### config.mk
export PLATFORM = sky130hd
export DESIGN_NAME = mpkc_key_ctrl
export DESIGN_NICKNAME = d
export VERILOG_FILES = /design/src/pkg/mpkc_pkg.sv /design/src/rtl/mpkc_key_ctrl.sv
export SDC_FILE = /design/constraint.sdc
export NUM_CORES = 1
export LEC_CHECK = 0
export ABC_AREA = 0
export BUFFER_PORTS_ARGS = -buffer_cell sky130_fd_sc_hd__buf_2
export CAP_MARGIN = 25
export CORE_UTILIZATION = 55
export DETAILED_ROUTE_END_ITERATION = 10
export GPL_TIMING_DRIVEN = 0
export PLACE_DENSITY = 0.78
export SETUP_SLACK_MARGIN = 0.15
export SYNTH_ARGS = -nofsm -noshare
export SYNTH_HDL_FRONTEND = slang
export SYNTH_SLANG_ARGS = --single-unit
### constraint.sdc
create_clock -name clk_in -period 7.9 [get_ports clk_in]
set_clock_uncertainty 0.2 [all_clocks]
set_input_delay 1.185 -clock clk_in [delete_from_list [all_inputs] [get_ports clk_in]]
set_output_delay 1.185 -clock clk_in [all_outputs]
set_load 0.05 [all_outputs]
### src/pkg/mpkc_pkg.sv
`default_nettype none
package mpkc_pkg;
  // Timing.
  localparam int CLK_MHZ = 10;
  localparam int DEBOUNCE_US = 10000;
  localparam int DEBOUNCE_CYC = DEBOUNCE_US * CLK_MHZ;
  localparam int EXT_MANUAL_TRIGGER_KEY_MIN_US = 100;
  localparam int EXT_MANUAL_TRIGGER_KEY_MIN_CYC = EXT_MANUAL_TRIGGER_KEY_MIN_US * CLK_MHZ;
  // Half the least pulse width leaves margin for a slow source.
  localparam int EXT_MANUAL_TRIGGER_KEY_FILT_CYC = EXT_MANUAL_TRIGGER_KEY_MIN_CYC / 2;
  // Key vector positions.
  localparam int K_SHIFT = 0;
  localparam int K_DCV = 1;
  localparam int K_ACV = 2;
  localparam int K_OHM = 3;
  localparam int K_DCI = 4;
  localparam int K_ACI = 5;
  localparam int K_RANGE = 6;
  localparam int K_DOWN = 7;
  localparam int K_UP = 8;
  localparam int K_RATE = 9;
  localparam int K_SMOOTH = 10;
  localparam int K_MANUAL_TRIGGER_KEY = 11;
  localparam int K_NULL = 12;
  localparam int K_HOLD = 13;
  localparam int K_CAL = 14;
  localparam int NKEYS = 15;
  // Measurement functions.
  localparam logic [2:0] FN_DCV = 3'h0;
  localparam logic [2:0] FN_ACV = 3'h1;
  localparam logic [2:0] FN_OHM2 = 3'h2;
  localparam logic [2:0] FN_OHM4 = 3'h3;
  localparam logic [2:0] FN_DCI = 3'h4;
  localparam logic [2:0] FN_ACI = 3'h5;
  localparam int NFUNC = 6;
  localparam logic [2:0] TOP_DCV = 3'h5;
  localparam logic [2:0] TOP_ACV = 3'h3;
  localparam logic [2:0] TOP_OHM = 3'h6;
  localparam logic [2:0] TOP_CUR = 3'h1;
  // Rate index 0 is the maximum speed, 1..6 the slower levels x2..x100.
  localparam logic [2:0] RATE_FAST = 3'h0;
  localparam logic [2:0] RATE_SLOWEST = 3'h6;
  // Smoothing count index 0..6 stands for 1, 2, 5, 10, 20, 50, 100.
  localparam logic [2:0] SMOOTH_MIN = 3'h0;
  localparam logic [2:0] SMOOTH_MAX = 3'h6;
  localparam logic [1:0] DIG_3H = 2'h0;
  localparam logic [1:0] DIG_4H = 2'h1;
  localparam logic [1:0] DIG_5H = 2'h2;
  localparam logic [2:0] CURSOR_MAX = 3'h5;
  // Register map and reset values.
  localparam logic [3:0] REG_CTRL = 4'h0;
  localparam logic [3:0] REG_STATUS = 4'h4;
  localparam int CTRL_REMOTE_BIT = 0;
  localparam logic [2:0] RST_FUNC = FN_DCV;
  localparam logic [1:0] RST_DIGITS = DIG_5H;
  localparam logic RST_AUTO = 1'b1;

  typedef enum logic [1:0] {
    MPKC_MEAS = 2'b00,
    MPKC_SET_RATE = 2'b01,
    MPKC_SET_SMOOTH = 2'b11,
    MPKC_REMOTE = 2'b10
  } mpkc_mode_e;

  function automatic logic [2:0] mpkc_range_top(input logic [2:0] fn);
    logic [2:0] t;
    t = TOP_CUR;
    case (fn)
      FN_DCV: t = TOP_DCV;
      FN_ACV: t = TOP_ACV;
      FN_OHM2, FN_OHM4: t = TOP_OHM;
      default: t = TOP_CUR;
    endcase
    return t;
  endfunction
endpackage
`default_nettype wire

### src/rtl/mpkc_key_ctrl.sv
// Design decisions made here: the address map and the Avalon-MM interface to the registers.
`timescale 1ns/1ns
`default_nettype none
module mpkc_key_ctrl
  import mpkc_pkg::*;
#(
  parameter int DEBOUNCE_CYCLES = DEBOUNCE_CYC
)
(
  // Clock and reset
  input wire logic clk_in,
  input wire logic rstn_in,
  // Avalon-MM slave
  input wire logic [3:0] avs_address_in,
  input wire logic avs_read_in,
  input wire logic avs_write_in,
  input wire logic [31:0] avs_writedata_in,
  output logic [31:0] avs_readdata_out,
  output logic avs_waitrequest_out,
  // Panel keys, switches and trigger
  input wire logic [NKEYS-1:0] keys_in,
  input wire logic ext_manual_trigger_key_n_in,
  input wire logic line_sel_60_in,
  input wire logic [3:0] cal_pos_in,
  // Measurement settings
  output logic [2:0] func_out,
  output logic [2:0] range_out,
  output logic auto_range_out,
  output logic [1:0] digits_out,
  output logic [2:0] rate_out,
  output logic smooth_on_out,
  output logic [2:0] smooth_idx_out,
  output logic hold_out,
  output logic buzzer_on_out,
  output logic null_on_out,
  // Display indications
  output logic shift_marker_out,
  output logic remote_out,
  output logic [1:0] set_mode_out,
  output logic [2:0] set_value_out,
  output logic power_up_disp_out,
  output logic line_60_out,
  output logic cal_pos_ind_out,
  output logic [3:0] cal_pos_out,
  output logic cal_enable_out,
  output logic [2:0] cal_cursor_out,
  // Sequencer strobes
  output logic meas_start_out,
  output logic null_capture_out
);

  typedef struct packed {
    mpkc_mode_e mode;
    logic [NFUNC-1:0][2:0] rng;
    logic [2:0] func;
    logic [2:0] rng_cur;
    logic autor;
    logic [1:0] digits;
    logic [2:0] rate;
    logic smon;
    logic [2:0] smidx;
    logic [2:0] edit;
    logic hold;
    logic buz;
    logic nullon;
    logic shift;
    logic cal_en;
    logic [2:0] cursor;
    logic caught;
    logic line60;
    logic pwr_disp;
    logic calind;
    logic [3:0] calpos;
    logic [19:0] tick_cnt;
    logic [NKEYS-1:0] smp;
    logic [NKEYS-1:0] deb;
    logic [NKEYS-1:0] deb_d;
    logic [9:0] manual_trigger_key_cnt;
    logic wait_req;
    logic [31:0] rdata;
    logic meas_start;
    logic null_cap;
    logic remote;
  } mpkc_state_s;

  logic rs_meta;
  logic rst_n;
  mpkc_state_s st;
  mpkc_state_s next_st;
  logic [NKEYS-1:0] press;
  logic tick;
  logic ext_fire;
  logic bus_wr;
  logic [2:0] top;

  // The reset is released through two stages so its removal is synchronous.
  always_ff @(posedge clk_in or negedge rstn_in)
  begin
    if (!rstn_in)
    begin
      rs_meta <= 1'b0;
      rst_n <= 1'b0;
    end
    else
    begin
      rs_meta <= 1'b1;
      rst_n <= rs_meta;
    end
  end

  assign press = st.deb & ~st.deb_d;
  assign tick = (st.tick_cnt == 20'(DEBOUNCE_CYCLES - 1));
  assign ext_fire = !ext_manual_trigger_key_n_in && (st.manual_trigger_key_cnt == 10'(EXT_MANUAL_TRIGGER_KEY_FILT_CYC - 1));
  assign bus_wr = avs_write_in && !st.wait_req;
  assign top = mpkc_range_top(st.func);

  always_comb
  begin
    next_st = st;
    next_st.meas_start = 1'b0;
    next_st.null_cap = 1'b0;
    // Keys are sampled only at the debounce tick, so contact bounce never reaches press.
    next_st.tick_cnt = tick ? 20'h0 : st.tick_cnt + 20'h1;
    next_st.deb_d = st.deb;
    if (tick)
    begin
      next_st.smp = keys_in;
      next_st.deb = (st.smp & keys_in) | (st.deb & (st.smp | keys_in));
    end
    if (!st.caught)
    begin
      next_st.caught = 1'b1;
      next_st.line60 = line_sel_60_in;
      next_st.pwr_disp = 1'b1;
    end
    else if (|press)
      next_st.pwr_disp = 1'b0;
    next_st.calpos = cal_pos_in;
    next_st.calind = (cal_pos_in != 4'h0);
    if (ext_manual_trigger_key_n_in)
      next_st.manual_trigger_key_cnt = 10'h0;
    else if (st.manual_trigger_key_cnt != 10'(EXT_MANUAL_TRIGGER_KEY_FILT_CYC))
      next_st.manual_trigger_key_cnt = st.manual_trigger_key_cnt + 10'h1;
    case (st.mode)
      MPKC_REMOTE:
      begin
        if (press[K_SHIFT])
        begin
          next_st.mode = MPKC_MEAS;
          next_st.shift = 1'b0;
        end
      end
      MPKC_SET_RATE, MPKC_SET_SMOOTH:
      begin
        if (press[K_DOWN] && st.edit != 3'h0)
          next_st.edit = st.edit - 3'h1;
        else if (press[K_UP] && st.edit != ((st.mode == MPKC_SET_RATE) ? RATE_SLOWEST : SMOOTH_MAX))
          next_st.edit = st.edit + 3'h1;
        if (press[K_SHIFT])
        begin
          if (st.mode == MPKC_SET_RATE)
            next_st.rate = st.edit;
          else
            next_st.smidx = st.edit;
          next_st.meas_start = 1'b1;
          next_st.mode = MPKC_MEAS;
          next_st.shift = 1'b0;
        end
      end
      default:
      begin
        if (press[K_SHIFT])
          next_st.shift = !st.shift;
        if (press[K_DCV])
          next_st.func = FN_DCV;
        if (press[K_ACV])
          next_st.func = FN_ACV;
        if (press[K_OHM])
          next_st.func = st.shift ? FN_OHM4 : FN_OHM2;
        if (press[K_DCI])
          next_st.func = FN_DCI;
        if (press[K_ACI])
          next_st.func = FN_ACI;
        if (press[K_RANGE])
        begin
          if (st.cal_en)
            next_st.cursor = (st.cursor == CURSOR_MAX) ? 3'h0 : st.cursor + 3'h1;
          else if (st.shift)
            next_st.digits = DIG_3H;
          else
            next_st.autor = !st.autor;
        end
        if (press[K_DOWN])
        begin
          if (st.shift)
            next_st.digits = DIG_4H;
          else
          begin
            next_st.autor = 1'b0;
            if (st.rng[st.func] != 3'h0)
              next_st.rng[st.func] = st.rng[st.func] - 3'h1;
          end
        end
        if (press[K_UP])
        begin
          if (st.shift)
            next_st.digits = DIG_5H;
          else
          begin
            next_st.autor = 1'b0;
            if (st.rng[st.func] < top)
              next_st.rng[st.func] = st.rng[st.func] + 3'h1;
          end
        end
        if (press[K_RATE])
        begin
          if (st.shift)
          begin
            next_st.mode = MPKC_SET_RATE;
            next_st.edit = st.rate;
          end
          else
          begin
            next_st.rate = RATE_FAST;
            next_st.meas_start = 1'b1;
          end
        end
        if (press[K_SMOOTH])
        begin
          if (st.shift)
          begin
            next_st.mode = MPKC_SET_SMOOTH;
            next_st.edit = st.smidx;
          end
          else
            next_st.smon = !st.smon;
        end
        if (press[K_MANUAL_TRIGGER_KEY])
        begin
          if (st.shift)
            next_st.buz = !st.buz;
          else if (st.hold)
            next_st.meas_start = 1'b1;
        end
        if (press[K_NULL])
        begin
          next_st.null_cap = 1'b1;
          next_st.nullon = 1'b1;
        end
        if (press[K_HOLD])
          next_st.hold = !st.hold;
        if (press[K_CAL])
          next_st.cal_en = !st.cal_en;
      end
    endcase
    if (ext_fire && st.hold)
      next_st.meas_start = 1'b1;
    // A write to the control word switches between local and remote control.
    if (bus_wr && avs_address_in == REG_CTRL)
      next_st.mode = avs_writedata_in[CTRL_REMOTE_BIT] ? MPKC_REMOTE : MPKC_MEAS;
    next_st.rng_cur = next_st.rng[next_st.func];
    next_st.remote = (next_st.mode == MPKC_REMOTE);
    // Each access waits exactly one cycle; unmapped reads return zero.
    next_st.wait_req = !((avs_read_in || avs_write_in) && st.wait_req);
    if ((avs_read_in || avs_write_in) && st.wait_req)
    begin
      case (avs_address_in)
        REG_CTRL: next_st.rdata = {31'h0, st.mode == MPKC_REMOTE};
        REG_STATUS: next_st.rdata = {1'b0, st.mode, st.line60, st.calpos, st.cursor,
          st.cal_en, st.nullon, st.buz, st.shift, st.hold, st.smidx, st.smon, st.rate,
          st.digits, st.autor, st.rng_cur, st.func};
        default: next_st.rdata = 32'h0;
      endcase
    end
  end

  always_ff @(posedge clk_in or negedge rst_n)
  begin
    if (!rst_n)
    begin
      st <= '0;
      st.mode <= MPKC_MEAS;
      st.func <= RST_FUNC;
      st.digits <= RST_DIGITS;
      st.autor <= RST_AUTO;
      st.wait_req <= 1'b1;
    end
    else
    begin
      st <= next_st;
    end
  end

  assign avs_readdata_out = st.rdata;
  assign avs_waitrequest_out = st.wait_req;
  assign func_out = st.func;
  assign range_out = st.rng_cur;
  assign auto_range_out = st.autor;
  assign digits_out = st.digits;
  assign rate_out = st.rate;
  assign smooth_on_out = st.smon;
  assign smooth_idx_out = st.smidx;
  assign hold_out = st.hold;
  assign buzzer_on_out = st.buz;
  assign null_on_out = st.nullon;
  assign shift_marker_out = st.shift;
  assign remote_out = st.remote;
  assign set_mode_out = st.mode;
  assign set_value_out = st.edit;
  assign power_up_disp_out = st.pwr_disp;
  assign line_60_out = st.line60;
  assign cal_pos_ind_out = st.calind;
  assign cal_pos_out = st.calpos;
  assign cal_enable_out = st.cal_en;
  assign cal_cursor_out = st.cursor;
  assign meas_start_out = st.meas_start;
  assign null_capture_out = st.null_cap;

  logic ctrl_wr;
  assign ctrl_wr = bus_wr && avs_address_in == REG_CTRL;
endmodule
`default_nettype wire

==> impl_results.md, run 1 <==
* Placed Area at approximately 9000 sq um
* Total number of vias at about 6,500
* DRT antenna net count at 0
* TritonRoute pass-1 iters at 6
* Synthesis-to-layout area growth at 16.7%
* Port-buffer cells at 100
* Die span in x at around 120 um
* Post-synthesis sequential area ratio at 0.509
* Synthesis-stage register bit count at roughly 170
* Total Negative Setup Slacks at 0 ns
* Arr. time, crit path at approximately 5 ns
* Post-DP HPWL at 13,400 um
* H-tree depth at 4
* Synth top area cells: dfrtp_1 (50%), buf_4 (5.3%), o21ai_0 (4.7%)
* Core area at 14,500 sq um
* Synth Flop Type: dfrtp_1
* Post-Syn Area at about 8200 sq um
* Wire per inst at 16.1 um
* Gpl congestion at between 0.9 and 1
* Antenna violations before repair at 0
* Crit-path max cell delay at between 0.8 and 0.9 ns
* Unrepaired setup endpoints after global routing: false
* Syn Inst Count at between 800 and 900
* Total I/O pin count at about 130
* Die H at about 120 um
* Synth Warn # at 0
* Final Hold Vio Count at 0
* Post-synth EDFFs at 0
* Row cnt at 44
* Initial DRC Count at approximately 540
* Worst-Margin Slew at 1.09 ns
* Top cells by count, synth: dfrtp_1 (164), o21ai_0 (77), nand2_1 (67)
* Antenna Diode Count at 0
* Worst setup path start: func_out[0]
* Required time of the critical path at approximately 8 ns
* Number of buffers created by CTS at 17
* Max transition margin at 0.276
* Vias in the first global route at between 6,000 and 7,000
* Clock latency on the worst-skew pair at about 0.43 ns
* Fin crit share at 0.623
* Final Setup Violations at 0
* R2r startpoint: func_out[0]
* Setup Slack @ Placement at 3.07 ns
* Hold_buf cts at 0
* Most common cell in the netlist: dfrtp_1
* Worst setup EP type: register
* Syn_area_per_cell at just under 10 sq um
* Global-route wire length before repair at 31,100 um
* Status: complete, no violations
* Layout cells sized above 1 at 0.237
* CTS sink cnt at between 150 and 200
* Clock Tree Root: clkbuf_16
* Async SR Flop Fraction at 1.00
* Total track usage at 0.252
* Worst hold path type: register to register
* Post-cts sizing count at 0
* Total Wirelength at 18,500 um
* Nets at around 1,000
* Initial core utilization at 0.565
* WHS at roughly 0.16 ns
* Fin worst setup slack at around 3 ns
* CP Max Fanout at 10
* Max-cap violations at 0
* CP max stage cell: a221oi_1
* Crit-path cells: buf_6 -> clkbuf_1 -> buf_2 -> mux4_2 -> a21oi_1 -> inv_1 -> ha_1 -> and3b_1 -> a32o_1 -> a221oi_1 -> mux2i_1 -> o22ai_1 -> mux2i_1 -> o211ai_1
* Number of remaining DRC errors at 0
* Cell Pwr Density at 207 nW/um^2
* Peak supply drop at ~0.15 mV
* Crit path top cell by count: mux2i_1
* Gr ovfl total at 0
* Startpoint Class: register
* Final instance area at approximately 9600 sq um
* Synth top area share at 0.500
* Largest area contributor in the netlist: dfrtp_1
* TritonCTS clock tree: yes
* CTS Buffer Depth at 2
* Fin. max-slew vios at 0
* Min Clock Period, post-route at 4.93 ns
* Setup Crit Path Kind: register to register
* Max Freq at a little over 200 MHz
* Die Footprint at ~15,000 sq um
* Leak Pwr at about 4.7 nW
* Vias per std cell at 5.70
* Yosys cell types at 67
* Post-CTS setup buffer count at 0
* Pin count of the biggest net entering global routing at between 60 and 70
* HP Start: rs_meta
* Reg clk slew, reported paths at 0.07 ns
==> per-layer routing <==
layer  share of wire  up-vias  GRT usage
li1                -     3113          -
met1            0.46     3153      0.363
met3           0.065       25     0.0560
met5               0        -          0
met4           0.015        0     0.0794
met2            0.46      248      0.379
==> final timing paths <==
check / end / slack (ns) / cells after the start
max in group asynchronous: st[155] / 6.28 / 2
hold reg to reg: rst_n / 0.16 / 0
hold / removal: rst_n / 0.16 / 0
setup / recovery: range_out[2] / 2.97 / 14
min in group asynchronous: null_capture_out / 0.18 / 0
setup reg to reg: range_out[2] / 2.97 / 14
==> power by group <==
| group | switching [W] | internal (W) | leakage [nW] |
|---|---|---|---|
| clock | 0.000358 | 0.000451 | 0.281 |
| combinational | 0.000178 | 0.0000885 | 2.34 |
| sequential | 0.0000267 | 0.000881 | 2.04 |
| total | 0.000563 | 0.00142 | 4.66 |
==> logic make-up (layout without fill, tap and decap cells) <==
family | Yosys count | after routing | synth area share
xor gates and xnor gates | 28 | 28 | 0.0299
AOI/OAI and AO/OA | 214 | 214 | 0.168
adders and majority gates | 8 | 8 | 0.0131
DFF | 167 | 167 | 0.509
other | 2 | 3 | 0.000914
buffers and inverters | 125 | 258 | 0.0850
muxes | 24 | 24 | 0.0337
and+or+nand+nor | 262 | 262 | 0.160
==> critical path: cells and delay by family (launching register included) <==
family	cells	cell delay [ns]
compound gates	5	1.81
fa+ha+maj	1	0.24
mux	3	1.00
simple gates	1	0.19
flops	1	0.36
buf+inv	4	1.01
==> metrics by stage <==
step                std cells  utilization  power [W]
floorplan                 831            -    0.00111
global route             1148        0.660    0.00207
global placement         1115        0.616    0.00118
detailed placement       1117        0.620    0.00118
CTS                      1148        0.660    0.00199
finish                   1148        0.660    0.00198
==> cells in the final DEF, fill, tap and decap left out, drive strengths merged, types with 5 or more instances in the layout <==
| master | count |
|---|---|
| dfrtp | 164 |
| nand4 | 12 |
| nand2 | 67 |
| a211oi | 5 |
| nor3 | 12 |
| or2 | 8 |
| xor2 | 13 |
| clkbuf | 46 |
| a32o | 6 |
| a21oi | 47 |
| nand3 | 23 |
| and2 | 11 |
| or3 | 11 |
| mux2i | 10 |
| buf | 165 |
| nor2b | 14 |
| nand2b | 22 |
| a31oi | 6 |
| xnor2 | 15 |
| mux2 | 13 |
| o21ai | 78 |
| ha | 7 |
| and3 | 5 |
| inv | 40 |
| nor2 | 59 |
| a22o | 34 |
==> state kept, by name, indices dropped and copies added, names as in the netlist, 2 cells and up, named ones only <==
register          count
st                   79
cal_cursor_out        3
next_st              15
range_out             3
smooth_idx_out        3
func_out              3
cal_pos_out           4
rate_out              3
set_mode_out          2
avs_readdata_out     31
set_value_out         2
==> final cells by class <==
| cell class | instances | area (sq um) |
|---|---|---|
| fill | 1146 | 4950 |
| sequential | 167 | 4190 |
| multi-input combinational | 539 | 3340 |
| buffer | 91 | 571 |
| timing repair buffer | 102 | 556 |
| clock buffer | 18 | 439 |
| tap | 184 | 230 |
| clock inverter | 13 | 139 |
| inverter | 34 | 128 |
No activity file was read; power rests on OpenSTA's default activity.
==> run 2, diff against run 1 <==
--- a/config.mk
+++ b/config.mk
@@ -5,7 +5,7 @@
 export SDC_FILE = /design/constraint.sdc
 export NUM_CORES = 1
 export LEC_CHECK = 0
-export ABC_AREA = 0
+export ABC_AREA = 1
 export BUFFER_PORTS_ARGS = -buffer_cell sky130_fd_sc_hd__buf_2
 export CAP_MARGIN = 25
 export CORE_UTILIZATION = 55
==> constraint.sdc (replaced) <==
create_clock -name clk_in -period 5 [get_ports clk_in]
set_clock_uncertainty 0.2 [all_clocks]
set_input_delay 0.75 -clock clk_in [delete_from_list [all_inputs] [get_ports clk_in]]
set_output_delay 0.75 -clock clk_in [all_outputs]
set_load 0.05 [all_outputs]
==> impl_results.md, run 2 <==
* Status: complete, no violations
* Initial core utilization at 0.573
* Fin worst setup slack at around 1.0 ns
* Synth Flop Type: dfrtp_1
* CTS Buffer Depth at 2
* Layout Utilization at 0.669
* Top cells by count, synth: nand2_1 (252), dfrtp_1 (164), inv_1 (144)
* Post-CTS setup buffer count at 0
* Most common cell in the netlist: nand2_1
* Arr. time, crit path at ~4 ns
* Post-cts sizing count at 0
* Layout cells sized above 1 at 0.194
* TritonCTS clock tree: yes
* Multi-input gate area at 3160 sq um
* Clock Tree Root: clkbuf_16
* Row cnt at between 40 and 50
* Storage element area at roughly 4200 sq um
* Number of buffers created by CTS at 17
* Crit-path cells: inv_2 -> nand2_4 -> inv_1 -> a22oi_1 -> o21ai_0 -> inv_1 -> ha_1 -> ha_1 -> nor3_1 -> inv_1 -> nor2_1 -> nand2_1 -> o21ai_0 -> inv_1 -> nand2_1 -> nand3_1 -> nand3_1 -> nand3_1 -> nand2_1 -> nand2_1 -> nand2_1
* Worst setup EP type: register
* TritonRoute pass-1 iters at 6
* Vias in the first global route at 6,832
* Crit-path max cell delay at around 0.52 ns
* Required time of the critical path at 5.16 ns
* Antenna Diode Count at 0
* Fill cell count at 1,209
* Worst setup path start: func_out[1]
* Unrepaired setup endpoints after global routing: false
* Global-route wire length before repair at 32,700 um
* Final Setup Violations at 0
* Max transition margin at 0.556
* Die Footprint at approximately 16,000 sq um
* Post-DP HPWL at about 14,000 um
* Gr ovfl total at 0
* CP Max Fanout at 8
* Port-buffer cells at 99
* Pin count of the biggest net entering global routing at 68
* Setup Slack @ Placement at between 1 and 1.5 ns
* Post-Syn Area at roughly 8500 sq um
* Synth Warn # at 0
* Max-cap violations at 0
* Most frequent cells in the layout: nand2_1 (252), dfrtp_1 (163), inv_1 (144)
* Top reg by flops: st
* Final Hold Vio Count at 0
* Fin. max-slew vios at 0
* Post-synth EDFFs at 0
* Leak Pwr at around 5.2 nW
* Syn_area_per_cell at approximately 8 sq um
* CTS sink cnt at between 150 and 200
* Async SR Flop Fraction at 1.00
* Die H at between 100 and 150 um
* Syn Inst Count at about 1,000
* Synth top area cells: dfrtp_1 (49%), nand2_1 (11%), inv_1 (6.4%)
* Setup Crit Path Kind: register to register
* Vias per std cell at 5.33
* Largest area contributor in the netlist: dfrtp_1
* Cell Pwr Density at ~370 nW/um^2
* CP max stage cell: dfrtp_1
* Antenna violations before repair at 0
* Synthesis-to-layout area growth at 16.7%
* Reg clk slew, reported paths at approximately 0.060 ns
* Post-synthesis sequential area ratio at 0.495
* Most common cell after layout, fill and taps aside: nand2_1
* Yosys cell types at between 50 and 60
* Die span in x at around 130 um
* Peak supply drop at about 0.25 mV
* Total number of vias at approximately 7,200
* Core area at 14,800 sq um
* R2r startpoint: func_out[1]
* WP buf/inv at 5
* Number of remaining DRC errors at 0
* Total I/O pin count at 133
* Wire per inst at around 14 um
* Total Wirelength at a little under 20,000 um
* H-tree depth at 4
* Synth top area share at 0.485
* Fin crit share at 0.791
* Worst-Margin Slew at 0.664 ns
* Initial DRC Count at about 540
* Total Negative Setup Slacks at 0 ns
* Min Clock Period, post-route at a little under 4 ns
* Clock latency on the worst-skew pair at approximately 0.43 ns
* DRT antenna net count at 0
* Gpl congestion at 0.940
* Max reg flops at 79
* Synthesis-stage register bit count at approximately 170
* Nets at ~1,200
* Startpoint Class: register
* Max Freq at between 200 and 300 MHz
* Worst hold path type: register to asynchronous set/reset pin
* Total track usage at 0.262
* Crit path top cell by count: nand2_1
* CP delay by family, top: simple AND/OR/NAND/NOR gates
## run 2: cell count changes in the layout (fill, tap and decap cells not counted), sizes merged, moves of 14 or more
cell | before | now
nor2b | 14 | 0
inv | 40 | 149
a21oi | 47 | 18
a22o | 34 | 0
nand2b | 22 | 0
nand2 | 67 | 256
nand3 | 23 | 85
## run 2: power by group
group	total, W	internal, W	switching, W
Sequential	0.00148	0.00141	0.0000652
Clock	0.00136	0.000830	0.000528
Combinational	0.000777	0.000231	0.000546
## run 2: final cells by class
class | instances | share of cell area
Buffer | 80 | 0.0551
Tap cell | 184 | 0.0233
Timing Repair Buffer | 102 | 0.0568
Clock inverter | 10 | 0.0146
Multi-Input combinational cell | 640 | 0.320
Sequential cell | 167 | 0.424
Clock buffer | 22 | 0.0480
Inverter | 152 | 0.0587
## run 2: routing by layer
layer | up-vias | share of wire | track usage
met4 | 0 | 0.024 | 0.120
met3 | 45 | 0.059 | 0.0480
met5 | - | 0 | 0
met1 | 3356 | 0.46 | 0.352
met2 | 279 | 0.46 | 0.416
li1 | 3549 | - | -
## run 2: final timing paths
check                                             to  slack (ns)  depth (start not counted)
worst min-delay path                     next_st[52]        0.14                          0
worst max register to register          range_out[2]        1.04                         21
min in group clk_in                            rst_n        0.15                          0
max in group asynchronous       avs_readdata_out[13]        3.42                          2
worst max-delay path                    range_out[2]        1.04                         21
worst min register to register           next_st[52]        0.14                          0
## run 2: cells by family after synthesis
| group | Yosys count | synth area share |
|---|---|---|
| fa+ha+maj | 8 | 0.0127 |
| buf+inv | 232 | 0.133 |
| flops | 167 | 0.495 |
| xor+xnor | 13 | 0.0135 |
| mux | 2 | 0.00251 |
| compound gates | 148 | 0.104 |
| other cells | 2 | 0.000888 |
| simple gates | 466 | 0.239 |
## run 2: what timing repair did
item | 4_1_cts | 5_1_grt
endpoints found under the hold margin | 2 | 0
endpoints found under the setup margin | 0 | 0
hold buffers | 1 | 0
## run 2: through the flow
step           total power [W]  cell area [sq um]  hold slack (ns)  instances
2_1_floorplan          0.00206               8460            0.131       1039
3_3_place_gp           0.00225               9190            0.135       1322
3_5_place_dp           0.00226               9250            0.144       1324
4_1_cts                0.00364               9870            0.158       1357
5_1_grt                0.00377               9870            0.160       1357
6_report               0.00361               9870            0.141       1357
==> run 3, diff against run 2 <==
==> constraint.sdc (replaced) <==
create_clock -name clk_in -period 3.8 [get_ports clk_in]
set_clock_uncertainty 0.2 [all_clocks]
set_input_delay 0.57 -clock clk_in [delete_from_list [all_inputs] [get_ports clk_in]]
set_output_delay 0.57 -clock clk_in [all_outputs]
set_load 0.05 [all_outputs]
==> impl_results.md, run 3 (synthesis results as in run 2) <==
* Status: complete, no violations
* WP buf/inv at 5
* Crit path top cell by count: nand2_1
* Synthesis-to-layout area growth at 17.1%
* Total I/O pin count at roughly 130
* FF-to-FF setup slack at ~0.43 ns
* Post-DP HPWL at approximately 14,000 um
* CP Max Fanout at 10
* CTS sink cnt at ~170
* Total number of vias at between 7,000 and 8,000
* Required time of the critical path at 3.96 ns
* Worst-Margin Slew at roughly 0.67 ns
* Power Total at about 0.0048 W
* Cell Pwr Density at 482 nW/um^2
* Die Footprint at between 15,000 and 20,000 sq um
* Core area at 14,800 sq um
* Unrepaired setup endpoints after global routing: false
* Die H at about 130 um
* Die span in x at 126 um
* Initial core utilization at 0.573
* Fin crit share at 0.888
* TritonCTS clock tree: yes
* Total track usage at 0.262
* Initial DRC Count at 610
* TritonRoute pass-1 iters at 5
* Leak Pwr at approximately 5.2 nW
* Reg clk slew, reported paths at around 0.06 ns
* Max-cap violations at 0
* Total Wirelength at about 20,000 um
* H-tree depth at 4
* Nets at approximately 1,200
* Clock Tree Root: clkbuf_16
* CTS Buffer Depth at 2
* WHS at about 0.062 ns
* Vias in the first global route at just under 7,000
* Setup Crit Path Kind: register to register
* Pin count of the biggest net entering global routing at 68
* Max transition margin at 0.552
* Fin. max-slew vios at 0
* CP delay by family, top: simple AND/OR/NAND/NOR gates
* CP max stage cell: dfrtp_1
* Worst setup EP type: register
* Antenna Diode Count at 0
* Gr ovfl total at 0
* Gpl congestion at 0.940
* Total Negative Setup Slacks at 0 ns
* Row cnt at between 40 and 50
* Final Hold Vio Count at 0
* DRT antenna net count at 0
* Wire per inst at ~15 um
* Vias per std cell at 5.33
* Crit-path cells: buf_6 -> nor2_2 -> inv_1 -> o21ai_0 -> o21ai_0 -> o21ai_1 -> inv_1 -> ha_1 -> ha_1 -> nor3_4 -> inv_2 -> nor2_4 -> nand2_1 -> o21ai_0 -> inv_1 -> nand2_1 -> nand3_1 -> nand3_1 -> nand3_1 -> nand2_1 -> nand2_1 -> nand2_1
* Min Clock Period, post-route at around 3.4 ns
* Max Freq at 296 MHz
* Max reg flops at just under 80
* Fill cell count at around 1,200
* Layout cells sized above 1 at 0.199
* Top reg by flops: st
* Most frequent cells in the layout: nand2_1 (252), dfrtp_1 (162), inv_1 (142)
* Crit-path max cell delay at around 0.43 ns
* Peak supply drop at ~0.32 mV
* Number of buffers created by CTS at 17
* Antenna violations before repair at 0
* Arr. time, crit path at roughly 3.5 ns
* Final Setup Violations at 0
* Startpoint Class: register
* Global-route wire length before repair at 32,700 um
* Worst hold path type: input pin to register
* Clock latency on the worst-skew pair at 0.42 ns
* Most common cell after layout, fill and taps aside: nand2_1
* Port-buffer cells at about 100
* Number of remaining DRC errors at 0
run 3: repair_timing:
action                                  CTS  global route
endpoints found under the hold margin     2             0
endpoints found under the setup margin    3             5
hold buffers                              1             0
setup buffers                             0             0
gates resized for setup                   2             9
run 3: final timing paths:
| path | from | endpoint | cells after the start |
|---|---|---|---|
| setup / recovery | func_out[0] | range_out[2] | 22 |
| hold / removal | cal_pos_in[3] | cal_pos_out[3] | 1 |
| setup reg to reg | func_out[0] | range_out[2] | 22 |
| hold reg to reg | rst_n | next_st[52] | 0 |
| max in group asynchronous | rst_n | avs_readdata_out[13] | 2 |
| min in group asynchronous | rst_n | next_st[52] | 0 |
run 3: per-stage QoR:
step	utilization	area [sq um]	setup slack (ns)	std cells
global route	0.671	9900	0.178	1357
finish	0.671	9900	0.427	1357
detailed placement	0.627	9250	-0.0243	1324
CTS	0.670	9880	0.199	1357
global placement	0.623	9190	-0.109	1322
floorplan	-	8460	0.806	1039
run 3: metal layers:
metal,GRT usage,routed length [um]
met4,0.118,498
met2,0.418,9040
met1,0.351,9040
met3,0.0484,1120
met5,0,0
run 3: power breakdown:
group | internal (W) | switching [W]
Sequential | 0.00186 | 0.0000877
Clock | 0.00109 | 0.000695
Combinational | 0.000306 | 0.000727
Total | 0.00326 | 0.00151
run 3: area by class of cell:
class | instances | area (sq um) | share of cell area
Timing Repair Buffer | 102 | 561 | 0.0566
Tap cell | 184 | 230 | 0.0232
Clock buffer | 22 | 474 | 0.0479
Sequential cell | 167 | 4190 | 0.423
Multi-Input combinational cell | 640 | 3180 | 0.321
Clock inverter | 10 | 144 | 0.0145
Inverter | 152 | 582 | 0.0588
Buffer | 80 | 544 | 0.0550
